<file path="config.mk">
export PLATFORM = sky130hd
export DESIGN_NAME = dic_top
export DESIGN_NICKNAME = d
export VERILOG_FILES = /design/src/dic_pkg.sv /design/src/dic_top.sv
export SDC_FILE = /design/constraint.sdc
export NUM_CORES = 1
export LEC_CHECK = 0
export ABC_AREA = 1
export BUFFER_PORTS_ARGS = -buffer_cell sky130_fd_sc_hd__buf_2
export CORE_MARGIN = 1.5
export CORE_UTILIZATION = 25
export DETAILED_ROUTE_END_ITERATION = 8
export PLACE_DENSITY = 0.61
export SYNTH_ARGS = -nofsm -noshare
export SYNTH_HDL_FRONTEND = slang
export SYNTH_SLANG_ARGS = --single-unit
</file>
<file path="constraint.sdc">
create_clock -name hclk -period 3.4 [get_ports hclk]
set_clock_uncertainty 0.1 [all_clocks]
set_input_delay 0.68 -clock hclk [delete_from_list [all_inputs] [get_ports hclk]]
set_output_delay 0.68 -clock hclk [all_outputs]
set_load 0.05 [all_outputs]
</file>
<file path="src/dic_pkg.sv">
// dic_pkg: constants for the interrupt status, mask and input-change block
// assumes a 32-bit AHB-Lite slave wrapper; byte-wide registers in the low bits
package dic_pkg;

  // ************************************************************
  // register map (word indexes from haddr[9:2]; byte offsets are four times these)
  // ************************************************************
  localparam logic [7:0] DIC_IDX_CHANGE = 8'h04;
  localparam logic [7:0] DIC_IDX_STATUS = 8'h05;
  localparam logic [7:0] DIC_IDX_AUX = 8'h06;
  localparam logic [7:0] DIC_IDX_CMD = 8'h07;
  localparam logic [7:0] DIC_IDX_RAWSTAT = 8'h08;
  localparam int DIC_ADDR_LSB = 2;

  // ************************************************************
  // fields and reset values
  // ************************************************************
  localparam int DIC_BIT_IN_CHG = 7;
  localparam int DIC_BIT_BRK_B = 6;
  localparam int DIC_BIT_RX_B = 5;
  localparam int DIC_BIT_TX_B = 4;
  localparam int DIC_BIT_CTR = 3;
  localparam int DIC_BIT_BRK_A = 2;
  localparam int DIC_BIT_RX_A = 1;
  localparam int DIC_BIT_TX_A = 0;
  localparam logic [7:0] DIC_STATUS_RST = 8'h00;
  localparam logic [7:0] DIC_MASK_RST = 8'h00;
  localparam logic [3:0] DIC_AUX_RST = 4'h0;
  // command register write codes
  localparam logic [1:0] DIC_CMD_BRK_A = 2'h1;
  localparam logic [1:0] DIC_CMD_BRK_B = 2'h2;
  localparam logic [1:0] DIC_CMD_STOP = 2'h3;

endpackage : dic_pkg

</file>
<file path="src/dic_top.sv">
// dic_top: interrupt status, mask and input-change logic with an AHB-Lite slave
// assumes pins and event strobes synchronous to hclk; event strobes are one-cycle pulses
`timescale 1ns/1ps
`default_nettype none
module dic_top (
  input wire logic hclk,
  input wire logic hresetn,
  input wire logic hsel,
  input wire logic [31:0] haddr,
  input wire logic [1:0] htrans,
  input wire logic hwrite,
  input wire logic [2:0] hsize,
  input wire logic [31:0] hwdata,
  input wire logic hready,
  output logic [31:0] hrdata,
  output logic hreadyout,
  output logic hresp,
  input wire logic gen_input_0,
  input wire logic gen_input_1,
  input wire logic gen_input_2,
  input wire logic gen_input_3,
  input wire logic brk_chg_a,
  input wire logic brk_chg_b,
  input wire logic chan_a_rx_irq,
  input wire logic chan_b_rx_irq,
  input wire logic chan_a_tx_irq,
  input wire logic chan_b_tx_irq,
  input wire logic ctr_zero,
  input wire logic ctr_timer_mode,
  output logic irq_out_n,
  output logic [7:0] status_out
);

  // ************************************************************
  // bus address phase capture
  // ************************************************************
  logic rd_pend;
  logic wr_pend;
  logic [7:0] idx_pend;
  logic [7:0] idx_now;
  logic take;
  assign idx_now = haddr[9:2];
  assign take = hsel & hready & htrans[1];

  always_ff @(posedge hclk or negedge hresetn) begin
    if (!hresetn) begin
      rd_pend <= 1'b0;
      wr_pend <= 1'b0;
      idx_pend <= 8'h00;
    end else begin
      rd_pend <= take & ~hwrite;
      wr_pend <= take & hwrite;
      idx_pend <= take ? idx_now : idx_pend;
    end
  end

  // reads are selected in the address phase and registered for the data phase; zero wait states
  wire rd_chg_now = take & ~hwrite & (idx_now == dic_pkg::DIC_IDX_CHANGE);
  wire wr_mask = wr_pend & (idx_pend == dic_pkg::DIC_IDX_STATUS);
  wire wr_aux = wr_pend & (idx_pend == dic_pkg::DIC_IDX_AUX);
  wire wr_cmd = wr_pend & (idx_pend == dic_pkg::DIC_IDX_CMD);
  wire [1:0] cmd = hwdata[1:0];
  wire clr_brk_a = wr_cmd & (cmd == dic_pkg::DIC_CMD_BRK_A);
  wire clr_brk_b = wr_cmd & (cmd == dic_pkg::DIC_CMD_BRK_B);
  wire stop_ctr = wr_cmd & (cmd == dic_pkg::DIC_CMD_STOP);

  // ************************************************************
  // input change detection
  // ************************************************************
  logic [3:0] pins;
  logic [3:0] pins_q;
  logic [3:0] chg;
  logic [7:0] mask;
  logic [3:0] aux;
  logic [7:0] status;
  logic timer_half;
  assign pins = {gen_input_3, gen_input_2, gen_input_1, gen_input_0};
  wire [3:0] edge_det = pins ^ pins_q;
  // change snapshot read happens at address phase so the clear and set do not race
  wire [3:0] next_chg = edge_det | (rd_chg_now ? 4'h0 : chg);
  wire in_chg_set = |(edge_det & aux);
  wire ctr_set = ctr_zero & (~ctr_timer_mode | timer_half);

  // the new mask takes effect on the interrupt output in the same edge it is loaded
  wire [7:0] next_mask = wr_mask ? hwdata[7:0] : mask;

  logic [7:0] next_status;
  always_comb begin
    next_status = status;
    if (rd_chg_now) next_status[dic_pkg::DIC_BIT_IN_CHG] = 1'b0;
    if (clr_brk_a) next_status[dic_pkg::DIC_BIT_BRK_A] = 1'b0;
    if (clr_brk_b) next_status[dic_pkg::DIC_BIT_BRK_B] = 1'b0;
    if (stop_ctr) next_status[dic_pkg::DIC_BIT_CTR] = 1'b0;
    // sets win over clears
    if (in_chg_set) next_status[dic_pkg::DIC_BIT_IN_CHG] = 1'b1;
    if (brk_chg_b) next_status[dic_pkg::DIC_BIT_BRK_B] = 1'b1;
    if (brk_chg_a) next_status[dic_pkg::DIC_BIT_BRK_A] = 1'b1;
    if (ctr_set) next_status[dic_pkg::DIC_BIT_CTR] = 1'b1;
    next_status[dic_pkg::DIC_BIT_RX_B] = chan_b_rx_irq;
    next_status[dic_pkg::DIC_BIT_RX_A] = chan_a_rx_irq;
    next_status[dic_pkg::DIC_BIT_TX_B] = chan_b_tx_irq;
    next_status[dic_pkg::DIC_BIT_TX_A] = chan_a_tx_irq;
  end

  // ************************************************************
  // registers
  // ************************************************************
  always_ff @(posedge hclk or negedge hresetn) begin
    if (!hresetn) begin
      pins_q <= 4'h0;
      chg <= 4'h0;
      status <= dic_pkg::DIC_STATUS_RST;
      mask <= dic_pkg::DIC_MASK_RST;
      aux <= dic_pkg::DIC_AUX_RST;
      timer_half <= 1'b0;
    end else begin
      pins_q <= pins;
      chg <= next_chg;
      status <= next_status;
      mask <= next_mask;
      aux <= wr_aux ? hwdata[3:0] : aux;
      // stop does not halt the timer, so the phase keeps toggling
      timer_half <= ctr_zero ? ~timer_half : timer_half;
    end
  end

  // ************************************************************
  // read data, outputs
  // ************************************************************
  logic [7:0] chg_snap;
  logic [7:0] rd_byte;
  wire [7:0] rd_sel =
    (idx_now == dic_pkg::DIC_IDX_CHANGE) ? {chg | edge_det, pins} :
    (idx_now == dic_pkg::DIC_IDX_STATUS) ? status :
    (idx_now == dic_pkg::DIC_IDX_AUX) ? {4'h0, aux} :
    (idx_now == dic_pkg::DIC_IDX_RAWSTAT) ? mask : 8'h00;

  always_ff @(posedge hclk or negedge hresetn) begin
    if (!hresetn) begin
      rd_byte <= 8'h00;
      irq_out_n <= 1'b1;
      status_out <= 8'h00;
    end else begin
      rd_byte <= (take & ~hwrite) ? rd_sel : 8'h00;
      irq_out_n <= ~|(next_status & next_mask);
      status_out <= next_status;
    end
  end
  assign chg_snap = rd_byte;
  assign hrdata = {24'h000000, chg_snap};
  assign hreadyout = 1'b1;
  assign hresp = 1'b0;

endmodule : dic_top
`default_nettype wire

</file>
==> qor.yml, run 1 <==
power.clock.fraction_pct: 29.5
relSlewSlack_pct: 49.3
drive_gt1_share_pct: 24.2
synth_edf_count: 0
drv_slew: 0
min_period_over_period_pct: 55.2
fin_area_mm2: 0.00279
ys_async_sr_fraction_pct: 100
hold_path.class: "in -> async"
ctsResizeCount: 0
r2r_start: "idx_pend[1]"
synth_ff_type: "dfrtp_1"
peakVddDrop_uv: 173
grt_max_degree: 35
dp_hpwl_um: 4220
layout_commonest_cell: "nand2_1"
cts_sinks: 47
power_mw: 1.17
cts_tree: "done"
antenna_found_initial: 0
placementRows: 35
rrSetupSlack_ps: 1860
path_cells: "buf_2"
timing.fmax_mhz: 533
p_sw_share_pct: 32.1
nFillCells: 1018
track_usage_pct: 10.9
place_inst: 464
critPathMaxFanout: 1
cp.required_ps: 2620
numPortBuffers: 50
fin_setup_tns_ps: 0
ys_seq_elements: 47
finalHoldViolCount: 0
drtIter0Drc: 56
mostFrequentLayoutCells: "nand2_1 (66), buf_2 (50), dfrtp_1 (46), inv_1 (35), nand3_1 (27)"
vias_per_cell: 3.98
synth_cell_types: 28
cts_buffers: 5
start_util_pct: 25.9
critPathSlowestCell: "dfstp_2"
drt-total-wl_um: 5330
grt_overflow: 0
worstSkewPairLatency_ps: 300
synthToLayoutAreaGrowth_pct: 15.7
cts_hold_buf: 0
p_int_mw: 0.791
cts_setup_buffers: 0
ant_nets: 0
syn_avg_cell_area_um2: 8.33
crit_arrival_ps: 1100
status: "complete, no violations"
p_leak_nw: 1.48
grt_pass1_vias: 1791
comb_power_share_pct: 17.1
grt_pass1_wl_um: 8710
synth_warnings: 0
synthCells: 289
fp.dieW_um: 101
critPathBufInv: 1
worst_pin_slew_ps: 760
rsz0062_at_grt: "false"
synth_area_mm2: 0.00241
end_kind: "primary output"
powerDensity_mw_per_mm2: 418
finish.utilization_pct: 30.0
cts_buffer_depth: 2
nNetsFinal: 428
instances_no_fill: 472
setup_viol: 0
ios: 129
maxCapViolations: 0
place_area_mm2: 0.00270
clkSlewWorstSetupHoldPaths_ps: 90
final.min_clock_period_ps: 1880
critPathKind: "reg -> out"
dr.pass1.iters: 4
clock-root-buffer: "clkbuf_8"
coreArea_mm2: 0.00928
ys_seq_area_share_pct: 48.9
gp_congestion: 0.852
setup.worst_path.start_class: "register"
route.detailed.drc: 0
vias: 1879
max_stage_delay_ps: 530
p_switching_mw: 0.374
die_y_um: 101
htreeDepth: 2
hold_slack_ps: 337
pwr-share-seq_pct: 53.4
pre_cts_slack_ps: 1290
detail_route.wl_per_cell_um: 11.3
die-area_mm2: 0.0102
worstReg2RegEnd: "irq_out_n"
r2r_cells: 9
crit_family: "flip-flops"
setup_ws_ps: 1520
n_antenna_cell: 0
[layer usage]
metal / vias up / wire length (µm) / track usage [%]
met5: - / 0 / 0
met4: 0 / 58 / 3.21
met3: 4 / 279 / 2.35
met2: 42 / 2560 / 18.4
met1: 869 / 2430 / 14.0
li1: 964 / - / -
[how the worst max path moves through the flow]
stage | end | startpoint | depth (start not counted) | slack, ps
3_5_place_dp | irq_out_n | htrans[1] | 9 | 1290
4_1_cts | irq_out_n | irq_out_n | 1 | 1520
2_1_floorplan | chg_snap[3] | haddr[8] | 7 | 1660
3_3_place_gp | irq_out_n | htrans[1] | 9 | 1290
5_1_grt | irq_out_n | htrans[1] | 9 | 1390
6_report | irq_out_n | irq_out_n | 1 | 1520
[cell type report]
cell class / count / area (µm²) / share of cell area (%)
well taps: 129 / 161 / 5.80
flip-flops and latches: 47 / 1180 / 42.3
inverters: 39 / 146 / 5.26
clock buffers: 5 / 68.8 / 2.47
multi-input cells: 197 / 947 / 34.0
repair buffers: 52 / 265 / 9.52
clock inverters: 3 / 18.8 / 0.674
[power by group through the flow]
stage | clock (mW) | combinational [mW] | sequential, mW
floorplan | 0 | 0.159 | 0.635
global placement | 0 | 0.197 | 0.631
detailed placement | 0 | 0.201 | 0.632
CTS | 0.352 | 0.201 | 0.622
global route | 0.372 | 0.223 | 0.626
finish | 0.344 | 0.199 | 0.622
[kinds of logic (layout without fill, tap and decap cells)]
kind of cell	count (synthesis)	count (layout)	synth area share [%]
xor+xnor	3	3	1.09
simple gates	132	132	26.1
other cells	2	26	0.312
flops	47	47	48.9
compound gates	36	36	8.11
buf+inv	69	99	15.5
[flip-flops by register name, indices dropped and copies added (netlist names)]
register and count:
status_out 8, wr_pend 1, chg 4, mask 8, timer_half 1, pins_q 4
aux 4, chg_snap 8, irq_out_n 1, idx_pend 8
[synth_stat cells, drive strengths merged (2+ instances only)]
cell,number,area [µm²]
nand2,72,285
dfrtp,46,1150
inv,39,146
nand3,30,165
o21ai,30,158
buf,29,223
nor2,18,82.6
a31oi,4,25.0
and2,4,25.0
nor3,3,36.3
xor2,3,26.3
conb,2,7.51
nand3b,2,15.0
or2,2,12.5
Note: power is estimated with default switching activity, not from simulation.
==> inputs of run 2 (changes only) <==
==> constraint.sdc (replaced) <==
create_clock -name hclk -period 1.8 [get_ports hclk]
set_clock_uncertainty 0.1 [all_clocks]
set_input_delay 0.36 -clock hclk [delete_from_list [all_inputs] [get_ports hclk]]
set_output_delay 0.36 -clock hclk [all_outputs]
set_load 0.05 [all_outputs]
==> qor.yml, run 2 (same netlist as run 1, synthesis figures left out) <==
vias_per_cell: 4.07  # +2.2%
ios: 129  # unchanged
route.detailed.drc: 0  # unchanged
nNetsFinal: 430  # +0.47%
p_sw_share_pct: 32.2  # +0.10 points
synthToLayoutAreaGrowth_pct: 16.9
power.clock.fraction_pct: 29.5  # about the same
die_y_um: 101  # unchanged
cts_tree: "done"
gp_congestion: 0.841  # -1.3%
p_leak_nw: 1.49  # +0.88%
placementRows: 35  # unchanged
clkSlewWorstSetupHoldPaths_ps: 90  # about the same
grt-busiest-layer: "met2"
p_int_mw: 1.50  # +90%
met2_usage_pct: 18.9  # +0.52 points
detail_route.wl_per_cell_um: 11.5  # +1.9%
timing.fmax_mhz: 643
start_util_pct: 25.9  # unchanged
setup_viol: 0  # unchanged
drtIter0Drc: 108  # +93%
finish.utilization_pct: 30.3  # +0.32 points
setup_ws_ps: 244  # -1280 ps
final.min_clock_period_ps: 1560
worstSkewPairLatency_ps: 310  # about the same
worstHoldStart: "chan_b_tx_irq"
critPathKind: "reg -> out"
crit_arrival_ps: 1100  # about the same
grt_overflow: 0  # unchanged
critPathMaxFanout: 1  # unchanged
drive_gt1_share_pct: 24.3  # +0.15 points
ant_nets: 0  # unchanged
crit_family: "flip-flops"
dr.pass1.iters: 4  # unchanged
regArea_mm2: 0.00118  # unchanged
pre_cts_slack_ps: 33.9  # -1260 ps
fp.dieW_um: 101  # unchanged
grtUsageMet1_pct: 14.2  # +0.19 points
antenna_found_initial: 0  # unchanged
die-area_mm2: 0.0102  # unchanged
nFillCells: 1010  # -0.79%
multi_input_area_um2: 947  # unchanged
mostFrequentLayoutCells: "nand2_1 (66), buf_2 (50), dfrtp_1 (46), inv_1 (35), nand3_1 (27)"
path_cells: "buf_2"
end_kind: "primary output"
maxCapViolations: 0  # unchanged
rsz0062_at_grt: "false"
numPortBuffers: 50  # unchanged
comb_power_share_pct: 17.4  # +0.3 points
clock-root-buffer: "clkbuf_8"
coreArea_mm2: 0.00928  # unchanged
critPathBufInv: 1  # unchanged
peakVddDrop_uv: 265  # +53%
drt-total-wl_um: 5450  # +2.3%
min_period_over_period_pct: 86.4
cts_buffers: 5  # unchanged
htreeDepth: 2  # unchanged
critPathSlowestCell: "dfstp_2"
dp_hpwl_um: 4250  # +0.66%
n_antenna_cell: 0  # unchanged
hold_path.class: "in -> reg"
layout_commonest_cell: "nand2_1"
grt_pass1_wl_um: 9100  # +4.4%
p_switching_mw: 0.712  # +91%
powerDensity_mw_per_mm2: 786  # +88%
r2r_start: "idx_pend[3]"
crit_path_start: "irq_out_n"
ctsResizeCount: 0  # unchanged
vias: 1928  # +2.6%
setup.worst_path.start_class: "register"
cp.required_ps: 1340  # -1280 ps
grt_pass1_vias: 1954  # +9.1%
pwr-share-seq_pct: 53.1  # -0.3 points
grt_max_degree: 48  # +37%
finalHoldViolCount: 0  # unchanged
drv_slew: 0  # unchanged
track_usage_pct: 11.4  # +0.54 points
cts_buffer_depth: 2  # unchanged
max_stage_delay_ps: 530  # about the same
cts_sinks: 47  # unchanged
status: "complete, no violations"
met3_usage_pct: 2.97  # +0.62 points
fin_setup_tns_ps: 0  # unchanged
==> run 2: changes by cell type in the layout (fill, tap and decap cells not counted) <==
cell,delta
dlygate4sd3_1,+1
buf_12,+1
==> run 2: final timing paths <==
kind	endpoint	slack, ps	depth (start not counted)
worst min-delay path	status_out[4]	70	1
worst max-delay path	irq_out_n	240	1
max in group asynchronous	irq_out_n	860	3
min in group asynchronous	idx_pend[6]	450	3
worst min register to register	timer_half	370	1
worst max register to register	irq_out_n	260	9
==> run 2: power by group through the flow <==
stage	clock [mW]	sequential, mW	combinational, mW
2_1_floorplan	0	1.20	0.301
3_3_place_gp	0	1.19	0.377
3_5_place_dp	0	1.19	0.386
4_1_cts	0.671	1.18	0.387
5_1_grt	0.716	1.18	0.427
6_report	0.652	1.18	0.385
==> run 2: cell type report <==
| class | instances | area share, % |
|---|---|---|
| multi-input cells | 197 | 33.6 |
| clock buffers | 5 | 2.44 |
| clock inverters | 3 | 0.667 |
| repair buffers | 54 | 10.5 |
| inverters | 39 | 5.20 |
| well taps | 129 | 5.73 |
| flip-flops and latches | 47 | 41.8 |
==> run 2: per-stage QoR <==
stage	std cells	power (mW)	hold WS, ps	area (µm²)
after floorplan	313	1.50	-35.6	2500
after global placement	465	1.57	264	2720
after detailed placement	465	1.58	270	2720
after CTS	474	2.23	58.4	2820
after global routing	474	2.33	49.7	2820
final	474	2.21	66.5	2820
==> run 2: repair_timing <==
action,in CTS,in global routing
hold endpoints to repair,46,0
buffers inserted,0,0
hold buffers,1,0
==> run 2: metal layers <==
| layer | wire (µm) | vias to the layer above |
|---|---|---|
| met1 | 2400 | 888 |
| met3 | 284 | 12 |
| li1 | - | 967 |
| met2 | 2630 | 61 |
| met4 | 134 | 0 |
| met5 | 0 | - |
==> inputs of run 3 (changes only) <==
--- a/config.mk
+++ b/config.mk
@@ -5,12 +5,11 @@
 export SDC_FILE = /design/constraint.sdc
 export NUM_CORES = 1
 export LEC_CHECK = 0
-export ABC_AREA = 1
 export BUFFER_PORTS_ARGS = -buffer_cell sky130_fd_sc_hd__buf_2
 export CORE_MARGIN = 1.5
 export CORE_UTILIZATION = 25
 export DETAILED_ROUTE_END_ITERATION = 8
-export PLACE_DENSITY = 0.61
+export PLACE_DENSITY = 0.62
 export SYNTH_ARGS = -nofsm -noshare
 export SYNTH_HDL_FRONTEND = slang
 export SYNTH_SLANG_ARGS = --single-unit
==> qor.yml, run 3 <==
critPathKind: "reg -> reg"
critPathSlowestCell: "or4_4"
critPathMaxFanout: 7  # +6
synth_top_area_cell: "dfrtp_1"
placementRows: 33  # -5.7%
ys_seq_area_share_pct: 54.8  # +5.9 points
synthCells: 175  # -39%
hold_path.class: "in -> reg"
synthTopCellsByCount: "dfrtp_1 (46), buf_4 (26), mux2_2 (18)"
pre_cts_slack_ps: -634  # -668 ps
hold_slack_ps: 102  # +35.4 ps
synth_cell_types: 34  # +21%
peakVddDrop_uv: 368  # +39%
dr.pass1.iters: 4  # unchanged
nFillCells: 826  # -18%
coreArea_mm2: 0.00826  # -11%
maxCapViolations: 0  # unchanged
multi_input_area_um2: 961  # +1.5%
grt_pass1_wl_um: 7870  # -14%
rsz0062_at_grt: "true"
p_leak_nw: 1.35  # -9.9%
powerDensity_mw_per_mm2: 788  # +0.23%
drtIter0Drc: 70  # -35%
grt_overflow: 0  # unchanged
drt-total-wl_um: 5040  # -7.6%
ys_seq_elements: 47  # unchanged
power_mw: 2.33  # +5.3%
end_kind: "register"
cts_sinks: 47  # unchanged
regArea_mm2: 0.00118  # unchanged
cp.required_ps: 1940  # +600 ps
setup_viol: 20  # +20
synth_area_mm2: 0.00215  # -11%
r2r_cells: 5  # -4
track_usage_pct: 11.3  # -0.071 points
ys_async_sr_fraction_pct: 100  # unchanged
clock-root-buffer: "clkbuf_8"
max_stage_delay_ps: 560  # +30 ps
r2r_start: "idx_pend[6]"
path_cells: "or4b_4, or4_4, mux2_4, a221oi_2, and3_1"
rrSetupSlack_ps: -590  # -850 ps
finish.utilization_pct: 35.8  # +5.5 points
mostFrequentLayoutCells: "buf_2 (48), dfrtp_1 (46), buf_4 (27), conb_1 (26), mux2_2 (17)"
synth_warnings: 0  # unchanged
route.detailed.drc: 0  # unchanged
vias: 1624  # -16%
htreeDepth: 2  # unchanged
drv_slew: 0  # unchanged
cts_tree: "done"
drive_gt1_share_pct: 50.6  # +26 points
clkSlewWorstSetupHoldPaths_ps: 80  # about the same
min_period_over_period_pct: 133  # +46 points
setup.worst_path.start_class: "register"
cts_buffer_depth: 2  # unchanged
start_util_pct: 26.0  # +0.10 points
antenna_found_initial: 0  # unchanged
synth_edf_count: 0  # unchanged
fp.dieW_um: 95.7  # -5.3%
n_antenna_cell: 0  # unchanged
crit_end: "irq_out_n"
violations: "setup timing"
dp_hpwl_um: 3950  # -7.1%
place_inst: 354  # -24%
die-area_mm2: 0.00916  # -10%
detail_route.wl_per_cell_um: 13.6  # +18%
instances_no_fill: 370  # -22%
crit_path_start: "idx_pend[6]"
grt_max_degree: 24  # -50%
die_y_um: 95.7  # -5.3%
gp_congestion: 0.811  # -3.5%
worstSkewPairLatency_ps: 300  # about the same
layout_commonest_cell: "buf_2"
synth_ff_type: "dfrtp_1"
ios: 129  # unchanged
synth.top_cell.area_share_pct: 53.6  # +5.7 points
cts_buffers: 5  # unchanged
vias_per_cell: 4.39  # +7.9%
worstReg2RegEnd: "irq_out_n"
grt_pass1_vias: 1569  # -20%
synth_area_leaders: "dfrtp_1 (54%), mux2_2 (9.4%), buf_4 (9.1%)"
final.min_clock_period_ps: 2390  # +833 ps
synthToLayoutAreaGrowth_pct: 37.6
status: "complete, but fails checks"
setup_ws_ps: -588  # -833 ps
ant_nets: 0  # unchanged
numPortBuffers: 50  # unchanged
crit_arrival_ps: 2530  # +1430 ps
syn_avg_cell_area_um2: 12.3  # +47%
nNetsFinal: 351  # -18%
synth_most_common_cell: "dfrtp_1"
finalHoldViolCount: 0  # unchanged
timing.fmax_mhz: 419  # -35%
-- run 3: final cells by class --
type | instances | share of cell area [%]
Sequential cell | 47 | 39.8
Inverter | 3 | 0.381
Multi-Input combinational cell | 122 | 32.5
Tap cell | 105 | 4.44
Clock buffer | 6 | 2.45
Timing Repair Buffer | 86 | 19.4
Clock inverter | 1 | 1.02
-- run 3: worst min-delay path by stage --
stage                        startpoint             to  slack [ps]  cells past startpoint
after CTS                 chan_a_tx_irq  status_out[0]          90                      1
after floorplan                 hresetn         aux[0]         -40                      0
after global placement          hresetn        wr_pend         140                      1
final                     chan_b_tx_irq  status_out[4]         100                      1
after detailed placement        hresetn     timer_half         140                      1
after global routing        gen_input_0      pins_q[0]         100                      1
-- run 3: stage by stage --
| step | cell area (µm²) | setup TNS (ps) |
|---|---|---|
| 2_1_floorplan | 2270 | -2670 |
| 4_1_cts | 2830 | -3880 |
| 3_3_place_gp | 2660 | -6710 |
| 6_report | 2960 | -4130 |
| 3_5_place_dp | 2660 | -6920 |
| 5_1_grt | 2960 | -5010 |
-- run 3: cells by family (layout without fill, tap and decap cells) --
logic type / after synthesis / count (layout) / share of synthesized area, %
DFF: 47 / 47 / 54.8
AOI/OAI and AO/OA: 39 / 39 / 12.9
other: 2 / 26 / 0.349
buffers and inverters: 30 / 96 / 10.1
muxes: 20 / 20 / 10.6
and+or+nand+nor: 32 / 32 / 9.26
xor gates and xnor gates: 5 / 5 / 2.04
-- run 3: what timing repair did --
action	4_1_cts	5_1_grt
hold buffers	1	0
endpoints found under the setup margin	22	23
setup buffers	3	5
endpoints found under the hold margin	7	0
pin swaps	15	18
resized for setup	7	22
-- run 3: power breakdown --
part | switching (mW) | total [mW] | internal, mW
logic | 0.267 | 0.418 | 0.151
registers | 0.0394 | 1.16 | 1.12
clock network | 0.341 | 0.748 | 0.407
total | 0.648 | 2.33 | 1.68
-- run 3: critical path, delay by kind of cell (launching register included) --
kind | cells | cell delay [ps]
mux | 1 | 330
compound gates | 1 | 230
flops | 1 | 380
simple gates | 3 | 1280
-- run 3: metal layers --
metal | up-vias | wire length (µm) | GRT usage [%]
met5 | - | 0 | 0
met4 | 0 | 112 | 4.53
met3 | 7 | 261 | 2.76
met2 | 58 | 2430 | 17.7
met1 | 798 | 2240 | 15.0
li1 | 761 | - | -
